[src/design/twdp_pkg.sv]
// Package of the two-wire debug port: command codes, field positions,
// reset values and the command record passed to the on-chip debug module.
// Assumes nothing of its surroundings; the port and the bench files refer to it by scope.
package twdp_pkg;

  // Command byte fields.
  localparam int unsigned CMD_INSTR_MSB = 7;
  localparam int unsigned CMD_INSTR_LSB = 3;
  localparam int unsigned CMD_RET_BIT   = 2;
  localparam int unsigned CMD_CNT_MSB   = 1;
  localparam int unsigned CMD_CNT_LSB   = 0;

  // Instruction codes, the upper five bits of the command byte.
  localparam logic [4:0] INS_MASS_ERASE   = 5'h02;
  localparam logic [4:0] INS_GET_PC       = 5'h05;
  localparam logic [4:0] INS_STATUS_READ  = 5'h06;
  localparam logic [4:0] INS_HALT         = 5'h08;
  localparam logic [4:0] INS_RESUME       = 5'h09;
  localparam logic [4:0] INS_INJECTED     = 5'h0A;
  localparam logic [4:0] INS_SINGLE_STEP  = 5'h0B;
  localparam logic [4:0] INS_PART_IDENT   = 5'h0D;

  // Debug status byte layout.
  localparam int unsigned STAT_LOCK_BIT  = 2;
  localparam int unsigned STAT_ERASE_BIT = 7;

  // Identity returned by the part identification read; the values are arbitrary.
  localparam logic [7:0] PART_ID_VAL  = 8'h5A;
  localparam logic [7:0] PART_VER_VAL = 8'h01;

  // Counts and reset values.
  localparam logic [1:0] ENTRY_EDGES   = 2'h2;
  localparam logic [2:0] BIT_CNT_RST   = 3'h0;
  localparam logic [1:0] TWO_BYTES     = 2'h2;
  localparam int unsigned FIFO_DEPTH   = 4;

  // Link engine states.
  typedef enum logic [1:0] {
    TWDP_ST_CMD   = 2'b00,
    TWDP_ST_PARAM = 2'b01,
    TWDP_ST_RESP  = 2'b10
  } twdp_state_t;

  // One accepted command as handed to the debug module.
  typedef struct packed {
    logic [4:0] instr;
    logic       ret;
    logic [1:0] nparam;
    logic [7:0] param0;
    logic [7:0] param1;
    logic [7:0] param2;
  } twdp_cmd_t;

endpackage

[src/design/twdp_port.sv]
// Two-wire debug port: debug mode entry, bit engine on the debug clock pin,
// command framing, debug lock handling and hand-off of commands to the debug module.
// Assumes the pins come straight from pads outside the clock domain and that
// the debug module, lock setting and response data run on clk_i.
`timescale 1ns/1ps
module twdp_port (
  // Clock, reset and clock enable.
  input  wire logic              clk_i,
  input  wire logic              arst_n_i,
  input  wire logic              en_i,
  // Device pins.
  input  wire logic              reset_pin_n_i,
  input  wire logic              debug_clock_pin_i,
  input  wire logic              debug_data_pin_i,
  output logic                   debug_data_pin_o,
  output logic                   debug_data_pin_oe_o,
  // Device side state.
  input  wire logic              lock_setting_i,
  input  wire logic              lock_set_i,
  input  wire logic              erase_busy_i,
  input  wire logic [15:0]       rsp_data_i,
  output logic                   debug_mode_o,
  output logic                   lock_report_o,
  output logic                   erase_req_o,
  // Command stream to the debug module.
  output logic                   cmd_valid_o,
  output twdp_pkg::twdp_cmd_t    cmd_o,
  input  wire logic              cmd_ready_i
);

  typedef struct packed {
    logic                  clk_s1;
    logic                  clk_s2;
    logic                  clk_s3;
    logic                  dat_s1;
    logic                  dat_s2;
    logic                  rst_s1;
    logic                  rst_s2;
    logic                  rst_q;
    logic [1:0]            entry_cnt;
    logic                  dbg_mode;
    twdp_pkg::twdp_state_t st;
    logic [2:0]            bitcnt;
    logic [7:0]            sh;
    twdp_pkg::twdp_cmd_t   cmd;
    logic [1:0]            pidx;
    logic [1:0]            rcnt;
    logic [15:0]           rbuf;
    logic                  dout;
    logic                  doe;
    logic                  lock_flag;
    logic                  lock_rep;
    logic                  erase_ok;
    logic                  erase_req;
    logic                  pend;
    twdp_pkg::twdp_cmd_t   pend_cmd;
  } twdp_st_t;

  twdp_st_t            s_r;
  twdp_st_t            s_nxt;
  logic                fifo_in_ready;
  logic                clk_rise;
  logic                clk_fall;
  logic [7:0]          rx_byte;
  logic                done;
  twdp_pkg::twdp_cmd_t c;
  logic                is_erase;
  logic                is_status;
  logic                is_ident;
  logic                is_lockupd;
  logic                allowed;
  logic [1:0]          nret;
  logic [7:0]          status_byte;

  // Edges are found between the second and third stages only.
  assign clk_rise = s_r.clk_s2 && !s_r.clk_s3;
  assign clk_fall = !s_r.clk_s2 && s_r.clk_s3;
  assign rx_byte  = {s_r.sh[6:0], s_r.dat_s2};

  // Outputs come straight from state flip-flops.
  assign debug_data_pin_o    = s_r.dout;
  assign debug_data_pin_oe_o = s_r.doe;
  assign debug_mode_o        = s_r.dbg_mode;
  assign lock_report_o       = s_r.lock_rep;
  assign erase_req_o         = s_r.erase_req;

  // Status byte as seen by the host.
  always_comb begin
    status_byte                           = 8'h00;
    status_byte[twdp_pkg::STAT_LOCK_BIT]  = s_r.lock_rep;
    status_byte[twdp_pkg::STAT_ERASE_BIT] = erase_busy_i;
  end

  // Whole next-state function of the port.
  always_comb begin
    s_nxt     = s_r;
    done      = 1'b0;
    c         = s_r.cmd;
    is_erase  = 1'b0;
    is_status = 1'b0;
    is_ident  = 1'b0;
    is_lockupd = 1'b0;
    allowed   = 1'b0;
    nret      = 2'h0;

    // Pin synchronisers; the first stage feeds only the second.
    s_nxt.clk_s1 = debug_clock_pin_i;
    s_nxt.clk_s2 = s_r.clk_s1;
    s_nxt.clk_s3 = s_r.clk_s2;
    s_nxt.dat_s1 = debug_data_pin_i;
    s_nxt.dat_s2 = s_r.dat_s1;
    s_nxt.rst_s1 = reset_pin_n_i;
    s_nxt.rst_s2 = s_r.rst_s1;
    s_nxt.rst_q  = s_r.rst_s2;
    s_nxt.erase_req = 1'b0;

    // Software setting the lock takes effect on gating at once, not on the report.
    if (lock_set_i) begin
      s_nxt.lock_flag = 1'b1;
    end

    // The FIFO takes the pending command when it has room.
    if (s_r.pend && fifo_in_ready) begin
      s_nxt.pend = 1'b0;
    end

    if (!s_r.rst_s2) begin
      // Device reset: reload lock, rearm erase and count clock rises for entry.
      s_nxt.lock_flag = lock_setting_i;
      s_nxt.lock_rep  = lock_setting_i;
      s_nxt.erase_ok  = 1'b1;
      s_nxt.st        = twdp_pkg::TWDP_ST_CMD;
      s_nxt.bitcnt    = twdp_pkg::BIT_CNT_RST;
      s_nxt.doe       = 1'b0;
      if (s_r.rst_q) begin
        s_nxt.entry_cnt = 2'h0;
      end else if (clk_rise && s_r.entry_cnt != twdp_pkg::ENTRY_EDGES) begin
        s_nxt.entry_cnt = s_r.entry_cnt + 2'h1;
      end
    end else if (!s_r.rst_q) begin
      // Reset released: debug mode holds only if two rises were seen.
      s_nxt.dbg_mode = (s_r.entry_cnt == twdp_pkg::ENTRY_EDGES);
    end else if (!s_r.dbg_mode) begin
      // Outside debug mode the pins belong to general-purpose I/O.
      s_nxt.doe = 1'b0;
    end else begin
      unique case (s_r.st)
        twdp_pkg::TWDP_ST_CMD, twdp_pkg::TWDP_ST_PARAM: begin
          if (clk_fall) begin
            s_nxt.sh     = rx_byte;
            s_nxt.bitcnt = s_r.bitcnt + 3'h1;
            if (s_r.bitcnt == 3'h7) begin
              if (s_r.st == twdp_pkg::TWDP_ST_CMD) begin
                c.instr  = rx_byte[twdp_pkg::CMD_INSTR_MSB:twdp_pkg::CMD_INSTR_LSB];
                c.ret    = rx_byte[twdp_pkg::CMD_RET_BIT];
                c.nparam = rx_byte[twdp_pkg::CMD_CNT_MSB:twdp_pkg::CMD_CNT_LSB];
                c.param0 = 8'h00;
                c.param1 = 8'h00;
                c.param2 = 8'h00;
                s_nxt.pidx = 2'h0;
                if (c.nparam == 2'h0) begin
                  done = 1'b1;
                end else begin
                  s_nxt.st = twdp_pkg::TWDP_ST_PARAM;
                end
              end else begin
                unique case (s_r.pidx)
                  2'h0:    c.param0 = rx_byte;
                  2'h1:    c.param1 = rx_byte;
                  default: c.param2 = rx_byte;
                endcase
                s_nxt.pidx = s_r.pidx + 2'h1;
                done = (s_r.pidx + 2'h1 == s_r.cmd.nparam);
              end
              s_nxt.cmd = c;
            end
          end
        end
        twdp_pkg::TWDP_ST_RESP: begin
          if (clk_rise) begin
            // The host has let go of the line by now, so the device drives.
            s_nxt.doe    = 1'b1;
            s_nxt.dout   = s_r.rbuf[15];
            s_nxt.rbuf   = {s_r.rbuf[14:0], 1'b0};
            s_nxt.bitcnt = s_r.bitcnt + 3'h1;
          end else if (clk_fall && s_r.doe && s_r.bitcnt == 3'h0) begin
            // The host sampled the last bit of a byte on this edge.
            s_nxt.rcnt = s_r.rcnt - 2'h1;
            if (s_r.rcnt == 2'h1) begin
              s_nxt.doe = 1'b0;
              s_nxt.st  = twdp_pkg::TWDP_ST_CMD;
            end
          end
        end
        default: begin
          s_nxt.st  = twdp_pkg::TWDP_ST_CMD;
          s_nxt.doe = 1'b0;
        end
      endcase
    end

    // Command complete: check lock, act on local commands, queue the rest.
    if (done) begin
      is_erase   = (c.instr == twdp_pkg::INS_MASS_ERASE);
      is_status  = (c.instr == twdp_pkg::INS_STATUS_READ);
      is_ident   = (c.instr == twdp_pkg::INS_PART_IDENT);
      is_lockupd = (c.instr == twdp_pkg::INS_HALT) || (c.instr == twdp_pkg::INS_RESUME) ||
                   (c.instr == twdp_pkg::INS_INJECTED) ||
                   (c.instr == twdp_pkg::INS_SINGLE_STEP);
      allowed    = !s_r.lock_flag || is_erase || is_status || is_ident;
      if (is_erase && !s_r.erase_ok) begin
        allowed = 1'b0;
      end
      if (!is_status) begin
        s_nxt.erase_ok = 1'b0;
      end
      if (is_ident || c.instr == twdp_pkg::INS_GET_PC) begin
        nret = twdp_pkg::TWO_BYTES;
      end else begin
        nret = {1'b0, c.ret};
      end
      if (is_ident) begin
        s_nxt.rbuf = {twdp_pkg::PART_ID_VAL, twdp_pkg::PART_VER_VAL};
      end else if (is_status) begin
        s_nxt.rbuf = {status_byte, 8'h00};
      end else if (allowed) begin
        s_nxt.rbuf = rsp_data_i;
      end else begin
        s_nxt.rbuf = 16'h0000;
      end
      // A lock set in the same cycle as an erase survives it, so the tie never opens the port.
      if (allowed && is_erase) begin
        s_nxt.lock_flag = lock_set_i;
        s_nxt.lock_rep  = 1'b0;
        s_nxt.erase_req = 1'b1;
      end
      // The refresh happens even when the command itself is refused, else a newly set lock
      // would gate these commands and could never show up in the status byte.
      if (is_lockupd) begin
        s_nxt.lock_rep = s_nxt.lock_flag;
      end
      if (allowed && !is_status && !is_ident) begin
        s_nxt.pend     = 1'b1;
        s_nxt.pend_cmd = c;
      end
      s_nxt.bitcnt = twdp_pkg::BIT_CNT_RST;
      s_nxt.rcnt   = nret;
      s_nxt.st     = (nret != 2'h0) ? twdp_pkg::TWDP_ST_RESP : twdp_pkg::TWDP_ST_CMD;
    end
  end

  // State register, frozen while the enable is low.
  always_ff @(posedge clk_i or negedge arst_n_i) begin
    if (!arst_n_i) begin
      s_r           <= '0;
      s_r.clk_s1    <= 1'b1;
      s_r.clk_s2    <= 1'b1;
      s_r.clk_s3    <= 1'b1;
      s_r.rst_s1    <= 1'b1;
      s_r.rst_s2    <= 1'b1;
      s_r.rst_q     <= 1'b1;
      s_r.erase_ok  <= 1'b1;
    end else if (en_i) begin
      s_r <= s_nxt;
    end
  end

  // Accepted commands queue here so a slow debug module stalls only the queue.
  twdp_fifo #(
    .WIDTH ($bits(twdp_pkg::twdp_cmd_t)),
    .DEPTH (twdp_pkg::FIFO_DEPTH)
  ) u_fifo (
    .clk_i       (clk_i),
    .arst_n_i    (arst_n_i),
    .en_i        (en_i),
    .in_valid_i  (s_r.pend),
    .in_data_i   (s_r.pend_cmd),
    .in_ready_o  (fifo_in_ready),
    .out_valid_o (cmd_valid_o),
    .out_data_o  (cmd_o),
    .out_ready_i (cmd_ready_i)
  );

endmodule

[src/design/twdp_fifo.sv]
// Small synchronous FIFO with valid/ready on both sides and a registered output.
// Assumes one clock, an asynchronous active-low reset and a clock enable.
`timescale 1ns/1ps
module twdp_fifo #(
  parameter int unsigned WIDTH = 32,
  parameter int unsigned DEPTH = 4
) (
  // Clock and reset.
  input  wire logic             clk_i,
  input  wire logic             arst_n_i,
  input  wire logic             en_i,
  // Filling side.
  input  wire logic             in_valid_i,
  input  wire logic [WIDTH-1:0] in_data_i,
  output logic                  in_ready_o,
  // Draining side.
  output logic                  out_valid_o,
  output logic [WIDTH-1:0]      out_data_o,
  input  wire logic             out_ready_i
);

  localparam int unsigned AW = (DEPTH > 1) ? $clog2(DEPTH) : 1;

  typedef struct packed {
    logic [DEPTH-1:0][WIDTH-1:0] mem;
    logic [AW-1:0]               wp;
    logic [AW-1:0]               rp;
    logic [AW:0]                 cnt;
    logic                        ovalid;
    logic [WIDTH-1:0]            odata;
  } twdp_fifo_st_t;

  twdp_fifo_st_t s_r;
  twdp_fifo_st_t s_nxt;
  logic          push;
  logic          pop;

  // The ready term is registered state, so the source sees a stall at once.
  assign in_ready_o  = (s_r.cnt != DEPTH[AW:0]);
  assign out_valid_o = s_r.ovalid;
  assign out_data_o  = s_r.odata;

  // Storage ring plus one output stage that refills whenever it empties.
  always_comb begin
    s_nxt = s_r;
    push  = in_valid_i && (s_r.cnt != DEPTH[AW:0]);
    pop   = (s_r.cnt != '0) && (!s_r.ovalid || out_ready_i);
    if (s_r.ovalid && out_ready_i) begin
      s_nxt.ovalid = 1'b0;
    end
    if (pop) begin
      s_nxt.ovalid = 1'b1;
      s_nxt.odata  = s_r.mem[s_r.rp];
      s_nxt.rp     = (s_r.rp == AW'(DEPTH - 1)) ? '0 : s_r.rp + AW'(1);
    end
    if (push) begin
      s_nxt.mem[s_r.wp] = in_data_i;
      s_nxt.wp          = (s_r.wp == AW'(DEPTH - 1)) ? '0 : s_r.wp + AW'(1);
    end
    s_nxt.cnt = s_r.cnt + (AW + 1)'(push) - (AW + 1)'(pop);
  end

  // State register, frozen while the enable is low.
  always_ff @(posedge clk_i or negedge arst_n_i) begin
    if (!arst_n_i) begin
      s_r <= '0;
    end else if (en_i) begin
      s_r <= s_nxt;
    end
  end

endmodule

[config.mk]
export PLATFORM = sky130hd
export DESIGN_NAME = twdp_port
export DESIGN_NICKNAME = d
export VERILOG_FILES = /design/src/design/twdp_pkg.sv /design/src/design/twdp_port.sv /design/src/design/twdp_fifo.sv
export SDC_FILE = /design/constraint.sdc
export NUM_CORES = 1
export LEC_CHECK = 0
export ABC_AREA = 1
export CAP_MARGIN = 20
export CORE_AREA = 5 5 161 163
export CTS_BUF_LIST = sky130_fd_sc_hd__clkbuf_8
export DETAILED_ROUTE_END_ITERATION = 12
export DIE_AREA = 0 0 166 168
export DONT_BUFFER_PORTS = 1
export PLACE_DENSITY = 0.75
export SLEW_MARGIN = 10
export SYNTH_ARGS = -nofsm -noshare
export SYNTH_HDL_FRONTEND = slang
export SYNTH_SLANG_ARGS = --single-unit
[constraint.sdc]
create_clock -name clk_i -period 6.5 [get_ports clk_i]
set_clock_uncertainty 0.1 [all_clocks]
set_input_delay 0.325 -clock clk_i [delete_from_list [all_inputs] [get_ports clk_i]]
set_output_delay 0.325 -clock clk_i [all_outputs]
set_load 0.02 [all_outputs]
# After elaboration in Yosys (flattened, before gate mapping)
# Index checks and enable logic that the tools add are counted.
# Widths: inputs -> output; s select.
classes:
  add_sub_neg: 8
  n_lt_le_gt_ge: 3
  eq_ne: 35
  muxes: 88
  bitwise: 2
  n_reduce_logical: 58
op_table:
  columns: ["op", "n"]
  rows:
  - ["$mux 32", 8]
  - ["$mux 24", 7]
  - ["$bwmux 128", 1]
  - ["$mux 8", 10]
  - ["$mux 67", 1]
  - ["$mux 33", 2]
  - ["$mux 66", 1]
  - ["$bmux 32 s2", 1]
  - ["$demux 32 s2", 1]
  - ["$mux 16", 3]
  - ["$mux 47", 1]
  - ["$mux 42", 1]
  - ["$mux 19", 2]
  - ["$mux 37", 1]
  - ["$mux 2", 17]
  - ["$mux 34", 1]
  - ["$ne 4x4->1 const B", 8]
  - ["$eq 5x4->1 const B", 5]
  - ["$reduce_and 6->1", 4]
  - ["$mux 1", 21]
  - ["$mux 18", 1]
  - ["$reduce_bool 2->1", 9]
  - ["$mux 17", 1]
  - ["$reduce_and 7->1", 2]
  - ["36 further kinds", 85]
word_totals:
  ff_bits: 283
  inputBits: 26
  elab_cells: 238

# Logic depth before layout (Yosys ltp)
# Gate-level depths: netlist of the first run.
depth:
  depth_word: 26
  mapped_depth: 18

# By module
# A second synthesis of the first run with hierarchy kept.
unflattened:
  cells_unflattened: 1759
  area_unflattened_um2: 14112.3
modules_own_cells:
  columns: ["module", "n_inst", "cells_each", "area_per_inst_um2"]
  rows:
  - ["twdp_fifo", 1, 1012, 8206.6]
  - ["twdp_port", 1, 747, 5905.7]

# Worst setup path after synthesis of the first run
# No wires, ideal clock.
synth_timing:
  kind: "register to register"
  from: "reg s_r[99] (netlist bit)"
  to: "reg s_r[26] (netlist bit)"
  arrival_time_ps: 2202
  required_ps: 6277
  slack_ps: 4075
  stages_incl_launch_ff: 19
  n_path_buf: 2
  synth_period_minus_slack_ps: 2425
  cell_sequence: "dfrtp_1 -> ha_1 -> ha_1 -> nand3_2 -> nor2_4 -> nand2_4 -> nand2_1 -> nand2_2 -> inv_2 -> nor2_1 -> nand3_2 -> nand2_2 -> nand3_4 -> inv_4 -> nand3_2 -> buf_6 -> buf_6 -> nand2_2 -> o21ai_2"
synth_between:
  elab_chain_cells: 16
synth_rtl:
  columns: ["item", "line_no", "source"]
  rows:
  - ["start: declaration", "twdp_port.sv:59", "twdp_st_t s_r;"]
  - ["start signal: assignment", "twdp_port.sv:264", "s_r <= s_nxt;"]
  - ["$eq 3x3->1 *", "twdp_port.sv:152", "if (s_r.bitcnt == 3'h7) begin"]
  - ["$mux 32", "twdp_port.sv:152", null]
  - ["$mux 32", "twdp_port.sv:149", "if (clk_fall) begin"]
  - ["$mux 32", "twdp_port.sv:147", "unique case (s_r.st)"]
  - ["$mux 32", "twdp_port.sv:143", "end else if (!s_r.dbg_mode) begin"]
  - ["$mux 32", "twdp_port.sv:140", "end else if (!s_r.rst_q) begin"]
  - ["$mux 32", "twdp_port.sv:127", "if (!s_r.rst_s2) begin"]
  - ["$eq 5x2->1", "twdp_port.sv:204", "is_erase = (c.instr == twdp_pkg::INS_MASS_ERASE);"]
  - ["$logic_or 1x1->1 (3 in a row)", "twdp_port.sv:210", "allowed = !s_r.lock_flag || is_erase || is_status || is_ident;"]
  - ["$mux 1", "twdp_port.sv:211", "if (is_erase && !s_r.erase_ok) begin"]
  - ["$mux 1", "twdp_port.sv:203", "if (done) begin"]
  - ["$logic_and 1x1->1 (2 in a row)", "twdp_port.sv:242", "if (allowed && !is_status && !is_ident) begin"]
  - ["$reduce_and 3->1 (no source line)", null, null]
# Mark *: on every way between the ends. The rest lies on a longest branch, timed or not. The select of a mux whose other input is x is not followed.
# A chain may end at the register's enable or synchronous reset.

# Worst setup path after layout of the first run
layout_timing:
  from: "reg s_r[99] (netlist bit)"
  to: "reg s_r[13] (netlist bit)"
# Same word-level chain as after synthesis.

==> out/qor.txt, run 1 <==
Initial drt markers: 884
Final setup viols: 0
Vias per cell: 5.504
Die Area: 27890 um2
Critical Path Start Type: flip-flop
Initial antenna violation count: 0
Biggest area consumer among synthesized cells: dfrtp_1
Max cap viols: 0
Core area: 24180 um2
Hold buffer count at cts: 23
Largest net degree at the start of global routing: 283
Routed WL per cell: 15.64 um
Reg clk slew, reported paths: 0.06 ns
Postcts setup bufs: 0
Nets: 1527
Post-Syn Nets: 1555
CTS Sinks: 282
Die X: 166 um
R2R setup slack: 3.09 ns
Crit-path slowest cell: buf_4
Met2 usage: 32.46%
Gr usage total: 20.49%
Grt total ovfl: 0
# port buffers: 0
Top Usage Layer GRT: met2
Largest cells by area after synthesis: dfrtp_1, nand2_1, o21ai_0
Relative slew slack: 25.13%
Origin of the critical flop-to-flop path: s_r[99]$_DFFE_PN0P_
TritonCTS Buffers: 47
Crit path max fanout: 65
FMAX: 293.0 MHz
Gate Count Post-Synth: 1514
Critical path's top delay family: simple AND/OR/NAND/NOR gates
Starting Density: 54.51%
Most common cell in the synthesized netlist: nand2_1
Critical path buffer and inverter count: 2
Number of flops mapped to enable cells by yosys: 0
Worst EP required: 6.86 ns
# IOs: 64
Hold Slack: -0.6465 ns
Root buffer cell: clkbuf_8
Post-route design area: 14350 um2
Util after Layout: 59.34%
Placement Setup Slack: 3.086 ns
Setup TNS: 0 ns
Final Cycle Share: 52.51%
DRT Pass-1 Iters: 5
Failing checks: negative hold slack
Vias in the first global route: 9943
Fillers: 2021
PostCTS Resize Cnt: 0
Most instantiated cells after synthesis: nand2_1, dfrtp_1, o21ai_0
WL final: 28830 um
Dpl cell area: 13070 um2
GR Util met3: 3.634%
Row cnt: 57
Power per cell area: 309.0 nW/um2
Global-route wire length before repair: 48880 um
CP Data Arrival Time: 3.77 ns
CTS HTree Levels: 2
Final setup margin: 3.087 ns
Share of layout cells above drive strength 1: 11.32%
Pleak: 6.799 nW
Max-slew violation count: 0
Ant. Diodes: 0
Mapped cell area: 13180 um2
Seq cells post-synth: 282
Routability cong.: 0.8483
Die H: 168 um
WS Path Type: reg2reg
Slew at the pin closest to its max-slew limit: 1.122 ns
Cells along the critical path: ha_1, ha_1, nand3_2, nor2_4, nand2_4, nand2_1, nand2_1, nand2_2, nor2_4, nand2_1, nand3_4, inv_4, nand3_2, buf_4, nand2_1, o21ai_1
RSZ-0062 raised after global routing: false
Register area share after synthesis: 53.61%
Syn_area_per_cell: 8.705 um2
CP startpoint: s_r[99]$_DFFE_PN0P_
Post-synth ARST share: 100.0%
Maximum root-to-sink buffer count: 3
Outcome: complete, but fails checks
Final Hold Violating Endpoints: 282
Maximum VDD drop: 0.0002437 V
Worst Hold Class: in2async
Netlist cell types: 38
CP most frequent cell: nand2_1
Worst Setup End Kind: flip-flop
Yosys warnings: 0
Synth top area share: 52.22%
Main synth FF type: dfrtp_1
Routed Antenna Nets: 0
Synthesis-to-layout area growth: 8.858%
Max incr delay on CP: 0.59 ns
Remaining DRCs: 0
Vias: 10140
Worst-Skew Late Latency: 0.56 ns
Tmin final: 3.413 ns
M1 GR Usage: 28.92%
TritonCTS clock tree: yes
Post-DP HPWL: 16950 um
[layout by cell type (no fill, tap or decap), types with 2 or more instances in the layout]
cell type / netlist / routed
o21ai_2: 23 / 23
clkinv_1: 3 / 3
dfstp_2: 7 / 7
nand2_1: 363 / 359
o31ai_1: 3 / 3
nor3_1: 5 / 5
inv_1: 99 / 111
clkbuf_8: 0 / 60
buf_12: 0 / 4
nor3b_1: 2 / 2
inv_2: 5 / 5
o21ai_1: 10 / 10
nand3_1: 29 / 29
buf_4: 33 / 7
nor2_1: 115 / 115
mux2i_1: 23 / 23
dlygate4sd3_1: 0 / 23
nand4_1: 4 / 4
o21ai_0: 266 / 266
clkinv_2: 0 / 6
o22ai_1: 35 / 35
xor2_1: 2 / 2
nand2_2: 17 / 21
a21oi_1: 60 / 60
a31oi_1: 3 / 3
ha_1: 14 / 14
nor2_4: 4 / 4
dfrtp_1: 275 / 275
mux2_2: 24 / 24
nand3_2: 3 / 3
[final cells by class]
cell class / instances / area, um2 / share of cell area [%]
Clock buffer: 60 / 825.8 / 5.756
Sequential cell: 282 / 7066 / 49.25
Clock inverter: 22 / 137.6 / 0.9594
Tap cell: 324 / 405.4 / 2.826
Inverter: 108 / 407.9 / 2.843
Timing Repair Buffer: 35 / 390.4 / 2.721
Multi-Input combinational cell: 1012 / 5114 / 35.64
[worst paths after layout]
kind,cells past startpoint,end
max in group asynchronous,0,s_r[112]$_DFFE_PN1P_
hold / removal,0,u_fifo.out_data_o[13]$_DFFE_PN0P_
setup / recovery,16,s_r[13]$_DFFE_PN0P_
min in group clk_i,3,u_fifo.out_valid_o$_DFFE_PN0P_
setup reg to reg,16,s_r[13]$_DFFE_PN0P_
hold reg to reg,2,s_nxt[108]$_DFFE_PN1P_
[kinds of logic (layout without fill, tap and decap cells)]
| kind of cell | count (synthesis) | in the layout | share of synthesized area (%) |
|---|---|---|---|
| and+or+nand+nor | 544 | 544 | 16.80 |
| AOI/OAI and AO/OA | 403 | 403 | 16.44 |
| DFF | 282 | 282 | 53.61 |
| buffers and inverters | 220 | 225 | 7.662 |
| muxes | 47 | 47 | 3.798 |
| adders and majority gates | 15 | 15 | 1.481 |
| xor gates and xnor gates | 3 | 3 | 0.1994 |
[through the flow]
stage | instances | hold WS (ns) | total power [mW]
finish | 1843 | -0.6465 | 4.433
detailed placement | 1734 | -0.05848 | 2.868
floorplan | 1514 | -0.07059 | 2.743
global route | 1843 | -0.6805 | 4.684
CTS | 1839 | -0.6684 | 4.465
global placement | 1733 | -0.06171 | 2.832
[sequential cells by signal, indices dropped and copies added, names as in the netlist]
register / flops
u_fifo.s_r: 135
s_r: 96
u_fifo.out_data_o: 32
rx_byte: 8
s_nxt: 5
debug_data_pin_o: 1
debug_data_pin_oe_o: 1
debug_mode_o: 1
erase_req_o: 1
lock_report_o: 1
u_fifo.out_valid_o: 1
[power by group]
group | leakage, nW | switching [mW] | internal, mW
sequential | 3.85 | 0.170 | 1.87
clock | 0.544 | 0.703 | 0.870
combinational | 2.40 | 0.539 | 0.277
total | 6.80 | 1.41 | 3.02
[layer usage]
layer  share of wire, %  up-vias
met5                  0        -
met4                2.3        0
met3                6.0       66
met2                 46      328
met1                 46     4855
li1                   -     4895
No activity file was read; power rests on OpenSTA's default activity.
==> run 2: changes to the inputs <==
--- a/config.mk
+++ b/config.mk
@@ -12,7 +12,7 @@
 export DETAILED_ROUTE_END_ITERATION = 12
 export DIE_AREA = 0 0 166 168
 export DONT_BUFFER_PORTS = 1
-export PLACE_DENSITY = 0.75
+export PLACE_DENSITY = 0.78
 export SLEW_MARGIN = 10
 export SYNTH_ARGS = -nofsm -noshare
 export SYNTH_HDL_FRONTEND = slang
==> constraint.sdc (replaced) <==
create_clock -name clk_i -period 3.1 [get_ports clk_i]
set_clock_uncertainty 0.1 [all_clocks]
set_input_delay 0.155 -clock clk_i [delete_from_list [all_inputs] [get_ports clk_i]]
set_output_delay 0.155 -clock clk_i [all_outputs]
set_load 0.02 [all_outputs]
==> run 2 against run 1 <==
  * The flow still finishes with violations (negative hold slack)
  * Cell count grew 0.92%
  * Sequential share of layout area shrank 0.16 points
  * Critical path depth shrank 1
==> out/qor.txt, run 2 (synthesis gave the netlist of run 1 again) <==
WS Path Type: reg2reg
Switching Fraction: 31.74%
Setup TNS: 0 ns
Share of layout cells above drive strength 1: 11.39%
Pleak: 6.857 nW
Global-route wire length before repair: 48800 um
Clock share of power: 34.7%
Most frequent cells in the layout: nand2_1, dfrtp_1, o21ai_0
Top reg by flops: u_fifo.s_r
Worst EP required: 3.49 ns
Largest register FFs: 135
Final Hold Violating Endpoints: 282
Multi-input gate area: 5112 um2
Gr usage total: 20.45%
Root buffer cell: clkbuf_8
Nets: 1542
Total net switching power: 2.922 mW
Die H: 168 um
Reg clk slew, reported paths: 0.06 ns
TritonCTS clock tree: yes
Post-Place Cells: 1747
Hold Slack: -0.8012 ns
Routability cong.: 0.9267
Fillers: 2012
Final Non-Filler Cells: 1860
Routed WL per cell: 15.62 um
FMAX: 345.2 MHz
WL final: 29050 um
CTS Sinks: 282
# IOs: 64
Failing checks: negative hold slack
CP Data Arrival Time: 3.29 ns
Initial antenna violation count: 0
Maximum VDD drop: 0.0007649 V
Maximum root-to-sink buffer count: 3
Remaining DRCs: 0
Hold buffer count at cts: 25
Die X: 166 um
Max cap viols: 0
Vias: 10250
Outcome: complete, but fails checks
Relative slew slack: 50.75%
Ant. Diodes: 0
Worst Setup End Kind: flip-flop
Die Area: 27890 um2
Worst-Skew Late Latency: 0.57 ns
Int Power: 6.286 mW
DRT Pass-1 Iters: 5
Tmin final: 2.897 ns
Core area: 24180 um2
Most common cell after layout, fill and taps aside: nand2_1
Dpl cell area: 13170 um2
Worst Hold Class: in2async
Max-slew violation count: 0
Initial drt markers: 1258
Synthesis-to-layout area growth: 9.210%
Post-route design area: 14390 um2
Final setup viols: 0
Comb power frac: 18.7%
Vias in the first global route: 9734
Starting Density: 54.51%
Util after Layout: 59.53%
Flop pwr share: 46.5%
# port buffers: 0
Power per cell area: 639.8 nW/um2
Crit path max fanout: 7
Register Area: 7066 um2
Grt total ovfl: 0
Row cnt: 57
CTS HTree Levels: 2
Largest net degree at the start of global routing: 283
RSZ-0062 raised after global routing: false
Critical Path Start Type: flip-flop
Routed Antenna Nets: 0
Slew at the pin closest to its max-slew limit: 0.7364 ns
Vias per cell: 5.512
TritonCTS Buffers: 47
Final Cycle Share: 93.46%
Post-DP HPWL: 17190 um
-- run 2: final cells by class --
| class | instances | area share (%) |
|---|---|---|
| sequential | 282 | 49.09 |
| tap | 324 | 2.817 |
| timing repair buffer | 50 | 3.269 |
| clock buffer | 58 | 5.546 |
| inverter | 108 | 2.834 |
| clock inverter | 26 | 0.9215 |
| multi-input combinational | 1012 | 35.52 |
-- run 2: metal layers --
layer / GRT usage (%) / share of wire, % / up-vias
met2: 32.49 / 47 / 355
li1: - / - / 4919
met1: 28.80 / 45 / 4914
met3: 4.033 / 6.0 / 64
met4: 6.098 / 2.0 / 0
met5: 0 / 0 / -
-- run 2: final timing paths --
check                           slack [ns]                                 to                    from  cells after the start
worst min register to register        0.37             s_nxt[108]$_DFFE_PN1P_  s_nxt[108]$_DFFE_PN1P_                      2
max in group asynchronous             3.38             s_nxt[108]$_DFFE_PN1P_                arst_n_i                      0
worst max register to register        0.20                s_r[54]$_DFFE_PN0P_    s_r[100]$_DFFE_PN0P_                     15
worst min-delay path                 -0.80  u_fifo.out_data_o[12]$_DFFE_PN0P_                arst_n_i                      0
min in group clk_i                    0.16             s_nxt[108]$_DFFE_PN1P_           reset_pin_n_i                      3
worst max-delay path                  0.20                s_r[54]$_DFFE_PN0P_    s_r[100]$_DFFE_PN0P_                     15
-- run 2: repair_timing --
action | in CTS | in global routing
setup buffers | 0 | 4
endpoints found under the setup margin | 0 | 1
endpoints found under the hold margin | 346 | 282
gates resized for setup | 0 | 4
-- run 2: power groups by stage --
stage	clock network (mW)	logic (mW)	registers (mW)
3_3_place_gp	0	1.62	4.34
5_1_grt	3.48	1.96	4.31
3_5_place_dp	0	1.68	4.35
2_1_floorplan	0	1.62	4.13
4_1_cts	3.28	1.72	4.29
6_report	3.20	1.73	4.28
-- run 2: worst max-delay path, cell delays in order (launching register included) --
cell and delay [ns]:
dfrtp_1 0.35, ha_1 0.17, ha_1 0.17, nand3_2 0.12
nor2_4 0.23, nand2_4 0.10, nand2_1 0.08, nand2_1 0.12
nor2_1 0.19, nand3_2 0.16, nand2_2 0.14, nand4_1 0.08
nand2_1 0.07, dlygate4sd3_1 0.56, nand2_1 0.05, a21oi_1 0.13
-- run 2: metrics by stage --
| step | worst slack [ns] | power (mW) |
|---|---|---|
| final | 0.2028 | 9.208 |
| after global routing | 0.004178 | 9.755 |
| after CTS | 0.1564 | 9.283 |
| after detailed placement | 0.3038 | 6.026 |
| after global placement | 0.4360 | 5.959 |
| after floorplan | 0.6750 | 5.752 |
